<file path="src/common/dcsc_params.svh">
/*
 Constants of the offset servo control block: register offsets,
 field positions, reset values and timing figures.
 Assumes a single 20 MHz system clock.
*/
`ifndef DCSC_PARAMS_SVH
`define DCSC_PARAMS_SVH

// ----------------------------------------
// Register offsets
// ----------------------------------------
`define DCSC_ADDR_ENABLE 8'h43
`define DCSC_ADDR_TRIG 8'h44
`define DCSC_ADDR_VAL_LR 8'h49
`define DCSC_ADDR_VAL_LL 8'h4A
`define DCSC_ADDR_VAL_HR 8'h4B
`define DCSC_ADDR_VAL_HL 8'h4C
`define DCSC_ADDR_STATUS 8'h4D
`define DCSC_ADDR_IRQ_ST 8'h4E
`define DCSC_ADDR_IRQ_MASK 8'h4F

// ----------------------------------------
// Field positions
// ----------------------------------------
`define DCSC_TRIG_SU_LSB 4
`define DCSC_TRIG_SV_LSB 0
`define DCSC_STAT_CAL_LSB 8
`define DCSC_STAT_SV_LSB 4
`define DCSC_STAT_SU_LSB 0
`define DCSC_IRQ_SV_LSB 4

// ----------------------------------------
// Reset values and limits
// ----------------------------------------
`define DCSC_VAL_RESET 8'h00
`define DCSC_VAL_MAX 8'h7F
`define DCSC_VAL_MIN 8'h80
`define DCSC_STEP_UP 8'h01

// ----------------------------------------
// Timing
// ----------------------------------------
`define DCSC_CLK_MHZ 20
`define DCSC_STARTUP_US 86000
`define DCSC_STORED_US 2000
`define DCSC_STEP_US 640

`endif

</file>
<file path="src/common/dcsc_pkg.sv">
/*
 Types of the offset servo control block.
 Assumes dcsc_params.svh for the numbers.
*/
package dcsc_pkg;

    // ----------------------------------------
    // Register bus request
    // ----------------------------------------
    typedef struct packed {
        logic [7:0] addr;
        logic [15:0] wdata;
        logic wr;
        logic rd;
    } dcsc_bus_req_t;

    // ----------------------------------------
    // Per-channel correction words, index 0 = headphone left
    // ----------------------------------------
    typedef logic [3:0][7:0] dcsc_corr_t;

    // ----------------------------------------
    // Channel sequencing states
    // ----------------------------------------
    typedef enum logic [1:0] {
        CH_IDLE = 2'b00,
        CH_STARTUP = 2'b01,
        CH_STORED = 2'b10
    } dcsc_ch_state_t;

endpackage

</file>
<file path="src/logic/dcsc_top.sv">
/*
 Control logic of four output offset servo channels: enables,
 start-up and stored-value corrections, status and interrupt.
 Assumes one 20 MHz clock, synchronous inputs and a comparator
 per channel telling whether the output sits above ground.
*/
// Decided for this implementation: the address-and-strobe port.
// What this block does
// Four servo channels: headphone left/right, line left/right, holding output near ground.
// Enable register bits 0..3 enable headphone L, headphone R, line L, line R.
// Correction commands act only on channels whose enable bit is set.
// Start-up trigger runs a measured correction series on that channel.
// Start-up triggers at trigger bits 7:4, read as 1 while running.
// Finished start-up correction sets the channel's start-up-complete flag.
// Start-up correction lasts about 86 ms per channel.
// Stored-value trigger loads the channel's offset register as correction.
// Stored-value triggers at trigger bits 3:0, read as 1 while running.
// Stored-value correction lasts about 2 ms, then sets its complete flag.
// Calibration-complete equals start-up-complete OR stored-value-complete.
// Offset registers hold 8-bit two's complement, 0.25 mV steps, reset zero.
// Reading an offset register returns the correction now applied.
// Offset registers at 49h line R, 4Ah line L, 4Bh hp R, 4Ch hp L.
// Correction stays applied until a later command changes it.
// Host should run corrections only with headphone outputs muted and shorted.
// Status register: calibration 11:8, stored 7:4, start-up 3:0.
// Triggers clear themselves at the end; writing 0 changes nothing.
`timescale 1ns/1ps
`include "dcsc_params.svh"

module dcsc_top #(
    parameter int STARTUP_CYCLES = `DCSC_STARTUP_US * `DCSC_CLK_MHZ,
    parameter int STORED_CYCLES = `DCSC_STORED_US * `DCSC_CLK_MHZ,
    parameter int STEP_CYCLES = `DCSC_STEP_US * `DCSC_CLK_MHZ
) (
    input wire logic CLOCK,
    input wire logic RST,
    input wire dcsc_pkg::dcsc_bus_req_t BUS,
    input wire logic [3:0] SENSE_ABOVE_GND,
    output logic [15:0] RDATA,
    output dcsc_pkg::dcsc_corr_t OFFSET_CORR,
    output logic [3:0] SERVO_ON,
    output logic IRQ
);
    import dcsc_pkg::*;

    localparam int CNT_MAX = (STARTUP_CYCLES > STORED_CYCLES) ?
        STARTUP_CYCLES : STORED_CYCLES;
    localparam int CNT_W = $clog2(CNT_MAX + 1);
    localparam int STEP_W = $clog2(STEP_CYCLES + 1);

    if (STARTUP_CYCLES < 2 || STORED_CYCLES < 2 || STEP_CYCLES < 1) begin : g_chk
        $error("dcsc_top: cycle counts too small");
    end

    // ----------------------------------------
    // Helpers
    // ----------------------------------------
    function automatic logic [7:0] val_addr(input int ch);
        val_addr = `DCSC_ADDR_VAL_HL - 8'(ch);
    endfunction

    function automatic logic [7:0] servo_step(input logic [7:0] v,
                                              input logic above);
        servo_step = v;
        if (above && v != `DCSC_VAL_MIN) begin
            servo_step = v - `DCSC_STEP_UP;
        end else if (!above && v != `DCSC_VAL_MAX) begin
            servo_step = v + `DCSC_STEP_UP;
        end
    endfunction

    function automatic logic is_wr(input dcsc_bus_req_t r,
                                   input logic [7:0] a);
        is_wr = r.wr && r.addr == a;
    endfunction

    // ----------------------------------------
    // State
    // ----------------------------------------
    logic [3:0] en_r;
    logic [7:0] val_r [4];
    logic [7:0] corr_r [4];
    dcsc_ch_state_t st_r [4];
    logic [CNT_W-1:0] cnt_r [4];
    logic [3:0] su_done_r;
    logic [3:0] sv_done_r;
    logic [7:0] irq_st_r;
    logic [7:0] irq_mask_r;
    logic [STEP_W-1:0] div_r;
    logic step_r;
    logic [15:0] rdata_nxt;
    logic [3:0] su_busy;
    logic [3:0] sv_busy;
    logic [3:0] su_go;
    logic [3:0] sv_go;
    logic [3:0] su_fin;
    logic [3:0] sv_fin;
    logic [7:0] irq_clr;

    // ----------------------------------------
    // Command decode and completion
    // ----------------------------------------
    always_comb begin
        for (int c = 0; c < 4; c++) begin
            su_busy[c] = st_r[c] == CH_STARTUP;
            sv_busy[c] = st_r[c] == CH_STORED;
            su_go[c] = is_wr(BUS, `DCSC_ADDR_TRIG) && en_r[c] &&
                BUS.wdata[`DCSC_TRIG_SU_LSB + c] && st_r[c] == CH_IDLE;
            sv_go[c] = is_wr(BUS, `DCSC_ADDR_TRIG) && en_r[c] &&
                BUS.wdata[`DCSC_TRIG_SV_LSB + c] && st_r[c] == CH_IDLE &&
                !su_go[c];
            su_fin[c] = su_busy[c] && en_r[c] &&
                cnt_r[c] == CNT_W'(STARTUP_CYCLES - 1);
            sv_fin[c] = sv_busy[c] && en_r[c] &&
                cnt_r[c] == CNT_W'(STORED_CYCLES - 1);
        end
    end

    // ----------------------------------------
    // Measurement step divider
    // ----------------------------------------
    always_ff @(posedge CLOCK or posedge RST) begin
        if (RST) begin
            div_r <= '0;
            step_r <= 1'b0;
        end else if (div_r == STEP_W'(STEP_CYCLES - 1)) begin
            div_r <= '0;
            step_r <= 1'b1;
        end else begin
            div_r <= div_r + STEP_W'(1);
            step_r <= 1'b0;
        end
    end

    // ----------------------------------------
    // Software registers
    // ----------------------------------------
    always_ff @(posedge CLOCK or posedge RST) begin
        if (RST) begin
            en_r <= '0;
            irq_mask_r <= '0;
            for (int c = 0; c < 4; c++) begin
                val_r[c] <= `DCSC_VAL_RESET;
            end
        end else begin
            if (is_wr(BUS, `DCSC_ADDR_ENABLE)) begin
                en_r <= BUS.wdata[3:0];
            end
            if (is_wr(BUS, `DCSC_ADDR_IRQ_MASK)) begin
                irq_mask_r <= BUS.wdata[7:0];
            end
            for (int c = 0; c < 4; c++) begin
                if (is_wr(BUS, val_addr(c))) begin
                    val_r[c] <= BUS.wdata[7:0];
                end
            end
        end
    end

    // ----------------------------------------
    // Channel sequencers
    // ----------------------------------------
    always_ff @(posedge CLOCK or posedge RST) begin
        if (RST) begin
            for (int c = 0; c < 4; c++) begin
                st_r[c] <= CH_IDLE;
                cnt_r[c] <= '0;
            end
        end else begin
            for (int c = 0; c < 4; c++) begin
                unique case (st_r[c])
                    CH_IDLE: begin
                        cnt_r[c] <= '0;
                        if (su_go[c]) begin
                            st_r[c] <= CH_STARTUP;
                        end else if (sv_go[c]) begin
                            st_r[c] <= CH_STORED;
                        end
                    end
                    CH_STARTUP, CH_STORED: begin
                        cnt_r[c] <= cnt_r[c] + CNT_W'(1);
                        if (!en_r[c] || su_fin[c] || sv_fin[c]) begin
                            st_r[c] <= CH_IDLE;
                        end
                    end
                    default: begin
                        st_r[c] <= CH_IDLE;
                    end
                endcase
            end
        end
    end

    // ----------------------------------------
    // Applied correction
    // ----------------------------------------
    always_ff @(posedge CLOCK or posedge RST) begin
        if (RST) begin
            for (int c = 0; c < 4; c++) begin
                corr_r[c] <= `DCSC_VAL_RESET;
            end
        end else begin
            for (int c = 0; c < 4; c++) begin
                if (sv_fin[c]) begin
                    corr_r[c] <= val_r[c];
                end else if (su_busy[c] && en_r[c] && step_r) begin
                    corr_r[c] <= servo_step(corr_r[c], SENSE_ABOVE_GND[c]);
                end
            end
        end
    end

    // ----------------------------------------
    // Completion flags
    // ----------------------------------------
    always_ff @(posedge CLOCK or posedge RST) begin
        if (RST) begin
            su_done_r <= '0;
            sv_done_r <= '0;
        end else begin
            for (int c = 0; c < 4; c++) begin
                if (su_fin[c]) begin
                    su_done_r[c] <= 1'b1;
                end else if (su_go[c] || sv_go[c]) begin
                    su_done_r[c] <= 1'b0;
                end
                if (sv_fin[c]) begin
                    sv_done_r[c] <= 1'b1;
                end else if (su_go[c] || sv_go[c]) begin
                    sv_done_r[c] <= 1'b0;
                end
            end
        end
    end

    // ----------------------------------------
    // Interrupt status, cleared by reading
    // ----------------------------------------
    always_comb begin
        irq_clr = '0;
        if (BUS.rd && BUS.addr == `DCSC_ADDR_IRQ_ST) begin
            irq_clr = '1;
        end
    end

    always_ff @(posedge CLOCK or posedge RST) begin
        if (RST) begin
            irq_st_r <= '0;
            IRQ <= 1'b0;
        end else begin
            irq_st_r <= (irq_st_r & ~irq_clr) | {sv_fin, su_fin};
            IRQ <= |(irq_st_r & irq_mask_r);
        end
    end

    // ----------------------------------------
    // Read data
    // ----------------------------------------
    always_comb begin
        rdata_nxt = '0;
        unique case (BUS.addr)
            `DCSC_ADDR_ENABLE: rdata_nxt[3:0] = en_r;
            `DCSC_ADDR_TRIG: begin
                rdata_nxt[`DCSC_TRIG_SU_LSB +: 4] = su_busy;
                rdata_nxt[`DCSC_TRIG_SV_LSB +: 4] = sv_busy;
            end
            `DCSC_ADDR_VAL_LR: rdata_nxt[7:0] = corr_r[3];
            `DCSC_ADDR_VAL_LL: rdata_nxt[7:0] = corr_r[2];
            `DCSC_ADDR_VAL_HR: rdata_nxt[7:0] = corr_r[1];
            `DCSC_ADDR_VAL_HL: rdata_nxt[7:0] = corr_r[0];
            `DCSC_ADDR_STATUS: begin
                rdata_nxt[`DCSC_STAT_CAL_LSB +: 4] = su_done_r | sv_done_r;
                rdata_nxt[`DCSC_STAT_SV_LSB +: 4] = sv_done_r;
                rdata_nxt[`DCSC_STAT_SU_LSB +: 4] = su_done_r;
            end
            `DCSC_ADDR_IRQ_ST: rdata_nxt[7:0] = irq_st_r;
            `DCSC_ADDR_IRQ_MASK: rdata_nxt[7:0] = irq_mask_r;
            default: rdata_nxt = '0;
        endcase
    end

    always_ff @(posedge CLOCK or posedge RST) begin
        if (RST) begin
            RDATA <= '0;
        end else if (BUS.rd) begin
            RDATA <= rdata_nxt;
        end else begin
            RDATA <= '0;
        end
    end

    // ----------------------------------------
    // Outputs
    // ----------------------------------------
    always_ff @(posedge CLOCK or posedge RST) begin
        if (RST) begin
            SERVO_ON <= '0;
            OFFSET_CORR <= '0;
        end else begin
            SERVO_ON <= en_r;
            for (int c = 0; c < 4; c++) begin
                OFFSET_CORR[c] <= corr_r[c];
            end
        end
    end

    // ----------------------------------------
    // Checks
    // ----------------------------------------
    logic [CNT_W-1:0] dur_r [4];

    always_ff @(posedge CLOCK or posedge RST) begin
        if (RST) begin
            for (int c = 0; c < 4; c++) begin
                dur_r[c] <= '0;
            end
        end else begin
            for (int c = 0; c < 4; c++) begin
                dur_r[c] <= (st_r[c] == CH_IDLE) ? '0 : dur_r[c] + CNT_W'(1);
            end
        end
    end

    for (genvar c = 0; c < 4; c++) begin : g_ast

    end
endmodule

</file>
<file path="config.mk">
export PLATFORM = sky130hd
export DESIGN_NAME = dcsc_top
export DESIGN_NICKNAME = d
export VERILOG_FILES = /design/src/common/dcsc_pkg.sv /design/src/logic/dcsc_top.sv
export VERILOG_INCLUDE_DIRS = /design/src /design/src/common
export SDC_FILE = /design/constraint.sdc
export NUM_CORES = 1
export LEC_CHECK = 0
export BUFFER_PORTS_ARGS = -buffer_cell sky130_fd_sc_hd__buf_2
export CELL_PAD_IN_SITES_DETAIL_PLACEMENT = 0
export CELL_PAD_IN_SITES_GLOBAL_PLACEMENT = 1
export CORE_ASPECT_RATIO = 0.6
export CORE_MARGIN = 5
export CORE_UTILIZATION = 25
export DETAILED_ROUTE_END_ITERATION = 8
export PLACE_DENSITY = 0.53
export SYNTH_ARGS = -nofsm -noshare
export SYNTH_HDL_FRONTEND = slang
export SYNTH_SLANG_ARGS = --single-unit
</file>
<file path="constraint.sdc">
create_clock -name CLOCK -period 23.6 [get_ports CLOCK]
set_input_delay 2.36 -clock CLOCK [delete_from_list [all_inputs] [get_ports CLOCK]]
set_output_delay 2.36 -clock CLOCK [all_outputs]
set_load 0.03 [all_outputs]
</file>
# Yosys cells after proc, flatten, opt, wreduce, memory -nomap -nowiden
# Cells that the tools add are included.
# op_classes
n_addsub	13
eq_ne	42
n_mux	55
n_bitwise	5
n_reduce_logical	121
# ops
op	count
$pmux W21 S2	4
$mux W8	17
$add A21 B1 Y21 const B	4
$eq A21 B16 Y1 const B	4
$eq A21 B21 Y1 const B	4
$eq A8 B7 Y1 const B	9
$logic_and A1 B1 Y1	60
$pmux W4 S9	1
$add A8 B1 Y8 const B	4
$ne A8 B7 Y1 const B	4
$ne A8 B8 Y1 const B	4
$pmux W4 S8	1
$reduce_bool A2 Y1	16
$sub A8 B1 Y8 const B	4
$mux W2	12
$and A8 B8 Y8	2
$pmux W2 S2	4
$reduce_and A2 Y1	8
$add A14 B1 Y14 const B	1
$eq A14 B14 Y1 const B	1
$mux W14	1
$mux W1	13
$logic_not A1 Y1	12
$logic_or A1 B1 Y1	12
13 further kinds	34
# totals
reg_bits	252
in_bits	32
elab_cells	272

# Depth between registers and ports, before layout
# depth
depth_word	10
ltp_mapped	11
mapped_depth_nobuf	10

# Worst setup path after synthesis
# OpenSTA, ideal clock, no wires.
# synth_timing
path_type	input port to flip-flop
from	input port SENSE_ABOVE_GND[3]
to	register corr_r[5] (netlist name)
t_arrival_ns	4.334
required_ns	23.475
setup_slack_ns	19.141
cell_stages	8
cell_sequence	a21boi_0 -> ha_1 -> a21o_1 -> o21ai_0 -> nand2_1 -> xor2_1 -> mux2_2 -> mux2_2
# synth_via
elab_chain_cells	4
elab_cells_between_ends	8
# synth_rtl
item	line_no	source
start: declaration	dcsc_top.sv:38	input wire logic [3:0] SENSE_ABOVE_GND,
$logic_and A1 B1 Y1 (no line) / $logic_not A1 Y1 (equally long branches)	--	
$mux W8 / $logic_and A1 B1 Y1 (equally long branches)	--	
$mux W8 / $reduce_bool A3 Y1 (equally long branches)	--	
$mux W8 / $reduce_and A2 Y1 (equally long branches)	--	
end signal: indexed assignment	dcsc_top.sv:200	corr_r[c] <= `DCSC_VAL_RESET;
end signal: indexed assignment	dcsc_top.sv:205	corr_r[c] <= val_r[c];
end signal: indexed assignment	dcsc_top.sv:207	corr_r[c] <= servo_step(corr_r[c], SENSE_ABOVE_GND[c]);
end: declaration	dcsc_top.sv:82	logic [7:0] corr_r [4];
# Parallel ways exist; a longest one is shown, timed or not. The select of a mux whose other input is x is not followed.
# A chain may end at the register's enable or synchronous reset.

# Final worst setup path
# layout_timing
from	input port SENSE_ABOVE_GND[3]
to	register corr_r[7] (netlist name)
# Same word-level chain as after synthesis.

==> flow_results.xml <==
<?xml version="1.0" encoding="UTF-8"?>
<metrics>
  <group name="grt">
    <metric name="grt_first_pass_wirelength" unit="um">58300</metric>
    <metric name="globalRouteOverflowTotal" unit="">0</metric>
    <metric name="grt_start_max_net_pins" unit="">115</metric>
    <metric name="number_of_global_route_vias_before_repair" unit="">9286</metric>
    <metric name="number_of_antenna_violations_at_the_first_check_in_global_routing" unit="">4</metric>
    <metric name="grt.total_usage" unit="%">13.2</metric>
  </group>
  <group name="pwr">
    <metric name="portion_of_total_power_attributed_to_combinational_logic" unit="%">12.1</metric>
    <metric name="internal_power" unit="uW">708</metric>
    <metric name="leakage" unit="uW">0.00640</metric>
    <metric name="power.share.sequential" unit="%">46.3</metric>
    <metric name="switching_share" unit="%">28.0</metric>
    <metric name="clkPwrFrac" unit="%">41.6</metric>
    <metric name="max-vdd-ir-drop" unit="V">0.0000541</metric>
    <metric name="netSwitchingPower" unit="uW">276</metric>
    <metric name="power.density" unit="nW/um^2">66.4</metric>
    <metric name="totalPowerFinal" unit="uW">984</metric>
  </group>
  <group name="sta">
    <metric name="setup_viol" unit="">0</metric>
    <metric name="clock-skew-final" unit="ns">0.0223</metric>
    <metric name="final.period_utilization" unit="%">19.4</metric>
    <metric name="timing.final.max_slew_violations" unit="">0</metric>
    <metric name="post-route-min-period" unit="ns">4.59</metric>
    <metric name="fin_tns_setup" unit="ns">0</metric>
    <metric name="timing.slew.headroom" unit="%">24.1</metric>
    <metric name="finalHoldViolations" unit="">0</metric>
    <metric name="rsz_0062_raised_after_global_routing" unit="">no</metric>
    <metric name="fmax" unit="GHz">0.218</metric>
    <metric name="worst_slew_pin_slew" unit="ns">1.13</metric>
  </group>
  <group name="floorplanning">
    <metric name="initial_utilization" unit="%">25.3</metric>
    <metric name="core_region_area" unit="um^2">50900</metric>
    <metric name="floorplan.rows" unit="">64</metric>
    <metric name="fp.dieArea" unit="um^2">56300</metric>
    <metric name="die_y" unit="um">186</metric>
    <metric name="die-width" unit="um">303</metric>
    <metric name="num_io_pins" unit="">85</metric>
  </group>
  <group name="run_status">
    <metric name="outcome" unit="">complete, no violations</metric>
  </group>
  <group name="routing">
    <metric name="ant_nets" unit="">0</metric>
    <metric name="met2WireLength" unit="um">14700</metric>
    <metric name="post_drt_via_cell_ratio" unit="">4.76</metric>
    <metric name="totalWireLength" unit="um">37300</metric>
    <metric name="wl_met1" unit="um">20000</metric>
    <metric name="avgRoutedWirePerCell" unit="um">18.3</metric>
    <metric name="met3_length" unit="um">1970</metric>
    <metric name="detail_route.iter0.violations" unit="">720</metric>
    <metric name="detail_route.first_pass.iterations" unit="">5</metric>
    <metric name="dr_total_vias" unit="">9707</metric>
    <metric name="top_signal_layer_used" unit="">met4</metric>
    <metric name="post_route_drc_violation_count" unit="">0</metric>
  </group>
  <group name="synthesis">
    <metric name="synth_cells" unit="">1265</metric>
    <metric name="synth_flop_type" unit="">dfrtp_1</metric>
    <metric name="number_of_synthesized_flops_with_an_enable_pin" unit="">0</metric>
    <metric name="mappedNetlistArea" unit="um^2">12900</metric>
    <metric name="synth_cell_type_count" unit="">71</metric>
    <metric name="share_of_flip_flops_with_an_asynchronous_set_or_reset_after_synthesis" unit="%">100</metric>
    <metric name="postSynthAreaPerCell" unit="um^2">10.2</metric>
    <metric name="post_synthesis_sequential_area_ratio" unit="%">48.2</metric>
    <metric name="yosys_warnings" unit="">0</metric>
    <metric name="flop_and_latch_count_out_of_synthesis" unit="">248</metric>
  </group>
  <group name="place">
    <metric name="dp.final_hpwl" unit="um">26900</metric>
    <metric name="post-place-cells" unit="">1993</metric>
    <metric name="buffers_on_ports" unit="">72</metric>
    <metric name="gpl.final_weighted_congestion" unit="">0.823</metric>
  </group>
  <group name="clock_network">
    <metric name="clockRootBuffer" unit="">clkbuf_16</metric>
    <metric name="tritoncts_num_sinks" unit="">248</metric>
    <metric name="cts_htree_levels" unit="">1</metric>
    <metric name="cts_setup_buffers" unit="">0</metric>
    <metric name="cts_tree" unit="">built</metric>
    <metric name="clk-insertion-delay-late" unit="ns">0.57</metric>
    <metric name="cts_buffer_count" unit="">27</metric>
    <metric name="clk_pin_slew" unit="ns">0.06</metric>
    <metric name="cts_max_path_buffers" unit="">3</metric>
    <metric name="ctsHoldBuffers" unit="">0</metric>
    <metric name="ctsResizeCount" unit="">0</metric>
  </group>
  <group name="cells_and_area">
    <metric name="filler_cell_count" unit="">5367</metric>
    <metric name="instances_no_fill" unit="">2040</metric>
    <metric name="areaGrowthSynthToFinish" unit="%">15.0</metric>
    <metric name="mostFrequentLayoutCell" unit="">dfrtp_1</metric>
    <metric name="nets" unit="">1410</metric>
    <metric name="drive_gt1_share" unit="%">15.2</metric>
    <metric name="most_used_cells_in_the_layout_excluding_fill_and_tap_cells" unit="">248 x dfrtp_1, 125 x nand2_1, 116 x nor2_1, 72 x buf_2, 67 x mux2_2</metric>
  </group>
  <group name="worst_setup_path">
    <metric name="arrival" unit="ns">5.05</metric>
    <metric name="reg2reg_from" unit="">corr_r[29]</metric>
    <metric name="criticalPathCategory" unit="">input port to flip-flop</metric>
    <metric name="worstSetupEndpointType" unit="">flip-flop</metric>
    <metric name="crit_fanout" unit="">8</metric>
    <metric name="kind_of_start_point_of_the_critical_path" unit="">input port</metric>
    <metric name="path_cells" unit="">buf_2 &gt; a21boi_0 &gt; ha_1 &gt; a21o_1 &gt; o21ai_0 &gt; a32oi_1 &gt; mux2i_1 &gt; xor2_1 &gt; mux2_2</metric>
    <metric name="crit_path_start" unit="">SENSE_ABOVE_GND[3]</metric>
    <metric name="worstPathRequired" unit="ns">24.06</metric>
    <metric name="slowest_delay" unit="ns">0.87</metric>
    <metric name="worst_path_max_delay_cell" unit="">a21boi_0</metric>
  </group>
  <group name="job">
    <metric name="max-cap-violations" unit="">0</metric>
  </group>
  <group name="min_path">
    <metric name="min_from" unit="">corr_r[0]</metric>
    <metric name="min-delay-path-class" unit="">flip-flop to flip-flop</metric>
  </group>
</metrics>
==> per-layer routing <==
layer | up-vias | global-route usage (%)
met5 | - | 0
met4 | 0 | 1.91
met3 | 51 | 2.48
met2 | 179 | 18.0
met1 | 4815 | 21.6
li1 | 4662 | -
==> flip-flops by register name, indices dropped and copies added (netlist names) <==
signal       flops
cnt_r           84
OFFSET_CORR     32
corr_r          32
val_r           32
div_r           14
RDATA           12
irq_mask_r       8
irq_st_r         8
st_r             8
SERVO_ON         4
en_r             4
su_done_r        4
sv_done_r        4
IRQ              1
step_r           1
==> cell usage after synthesis, types with 5 or more instances <==
| library cell | n | area [um^2] |
|---|---|---|
| a211oi_1 | 5 | 37.5 |
| a21o_1 | 17 | 128 |
| a21oi_1 | 54 | 270 |
| a22o_1 | 16 | 140 |
| a22oi_1 | 11 | 82.6 |
| and3_1 | 17 | 106 |
| and4_1 | 8 | 70.1 |
| buf_4 | 6 | 45.0 |
| clkbuf_1 | 35 | 131 |
| dfrtp_1 | 248 | 6210 |
| ha_1 | 45 | 563 |
| inv_1 | 32 | 120 |
| mux2_2 | 67 | 754 |
| mux2i_1 | 22 | 220 |
| nand2_1 | 125 | 469 |
| nand2b_1 | 6 | 37.5 |
| nand3_1 | 56 | 280 |
| nand4_1 | 34 | 213 |
| nand4b_1 | 13 | 114 |
| nor2_1 | 116 | 435 |
| nor2b_1 | 21 | 131 |
| nor3_1 | 15 | 75.1 |
| nor3b_1 | 6 | 45.0 |
| nor4_1 | 12 | 75.1 |
| nor4b_1 | 5 | 43.8 |
| o211ai_1 | 8 | 60.1 |
| o21a_1 | 6 | 45.0 |
| o21ai_0 | 65 | 325 |
| or3_1 | 18 | 113 |
| or4_1 | 8 | 60.1 |
| xnor2_1 | 33 | 289 |
| xor2_1 | 50 | 438 |
==> area by class of cell <==
cell class	instances	area (um^2)	area share [%]
diodes	2	5.00	0.0338
clock buffers	38	767	5.18
inverters	32	128	0.862
multi-input cells	939	6360	42.9
clock inverters	7	56.3	0.380
repair buffers	81	428	2.89
flip-flops and latches	248	6210	41.9
well taps	693	867	5.85
==> power groups by stage <==
stage | sequential (uW) | clock (uW) | combinational (uW)
finish | 455 | 410 | 119
CTS | 455 | 425 | 121
global route | 457 | 443 | 135
global placement | 463 | 0 | 120
detailed placement | 463 | 0 | 121
floorplan | 460 | 0 | 83.4
==> through the flow <==
stage                     hold slack (ns)  instance area [um^2]  util (%)  setup slack [ns]
final                               0.472                 14800      29.1             19.01
after global routing                0.493                 14800      29.1             18.86
after CTS                           0.474                 14800      29.1             19.10
after detailed placement            0.466                 14000      27.5             18.49
after global placement              0.458                 14000      27.5             18.57
after floorplan                     0.352                 12900         -             14.43
==> kinds of logic after synthesis <==
kind of cell | count (synthesis) | synth area share (%)
AOI/OAI and AO/OA | 226 | 11.2
other | 1 | 0.0291
buffers and inverters | 81 | 2.58
adders and majority gates | 49 | 4.99
muxes | 89 | 7.57
xor gates and xnor gates | 83 | 5.65
DFF | 248 | 48.2
and+or+nand+nor | 488 | 19.8
==> worst paths after layout <==
check | end | slack (ns) | cells after the start
setup / recovery | corr_r[7] | 19.01 | 9
hold / removal | OFFSET_CORR[24] | 0.47 | 0
setup reg to reg | corr_r[31] | 20.01 | 10
hold reg to reg | OFFSET_CORR[24] | 0.47 | 0
max in group asynchronous | cnt_r[32] | 20.17 | 3
min in group asynchronous | OFFSET_CORR[5] | 1.92 | 2
==> critical path: cells and delay by family <==
family | cells | cell delay, ns
compound gates | 4 | 1.58
mux | 2 | 0.51
fa+ha+maj | 1 | 0.39
xor+xnor | 1 | 0.11
buf+inv | 1 | 0.11
(Power assumes the default switching activity.)
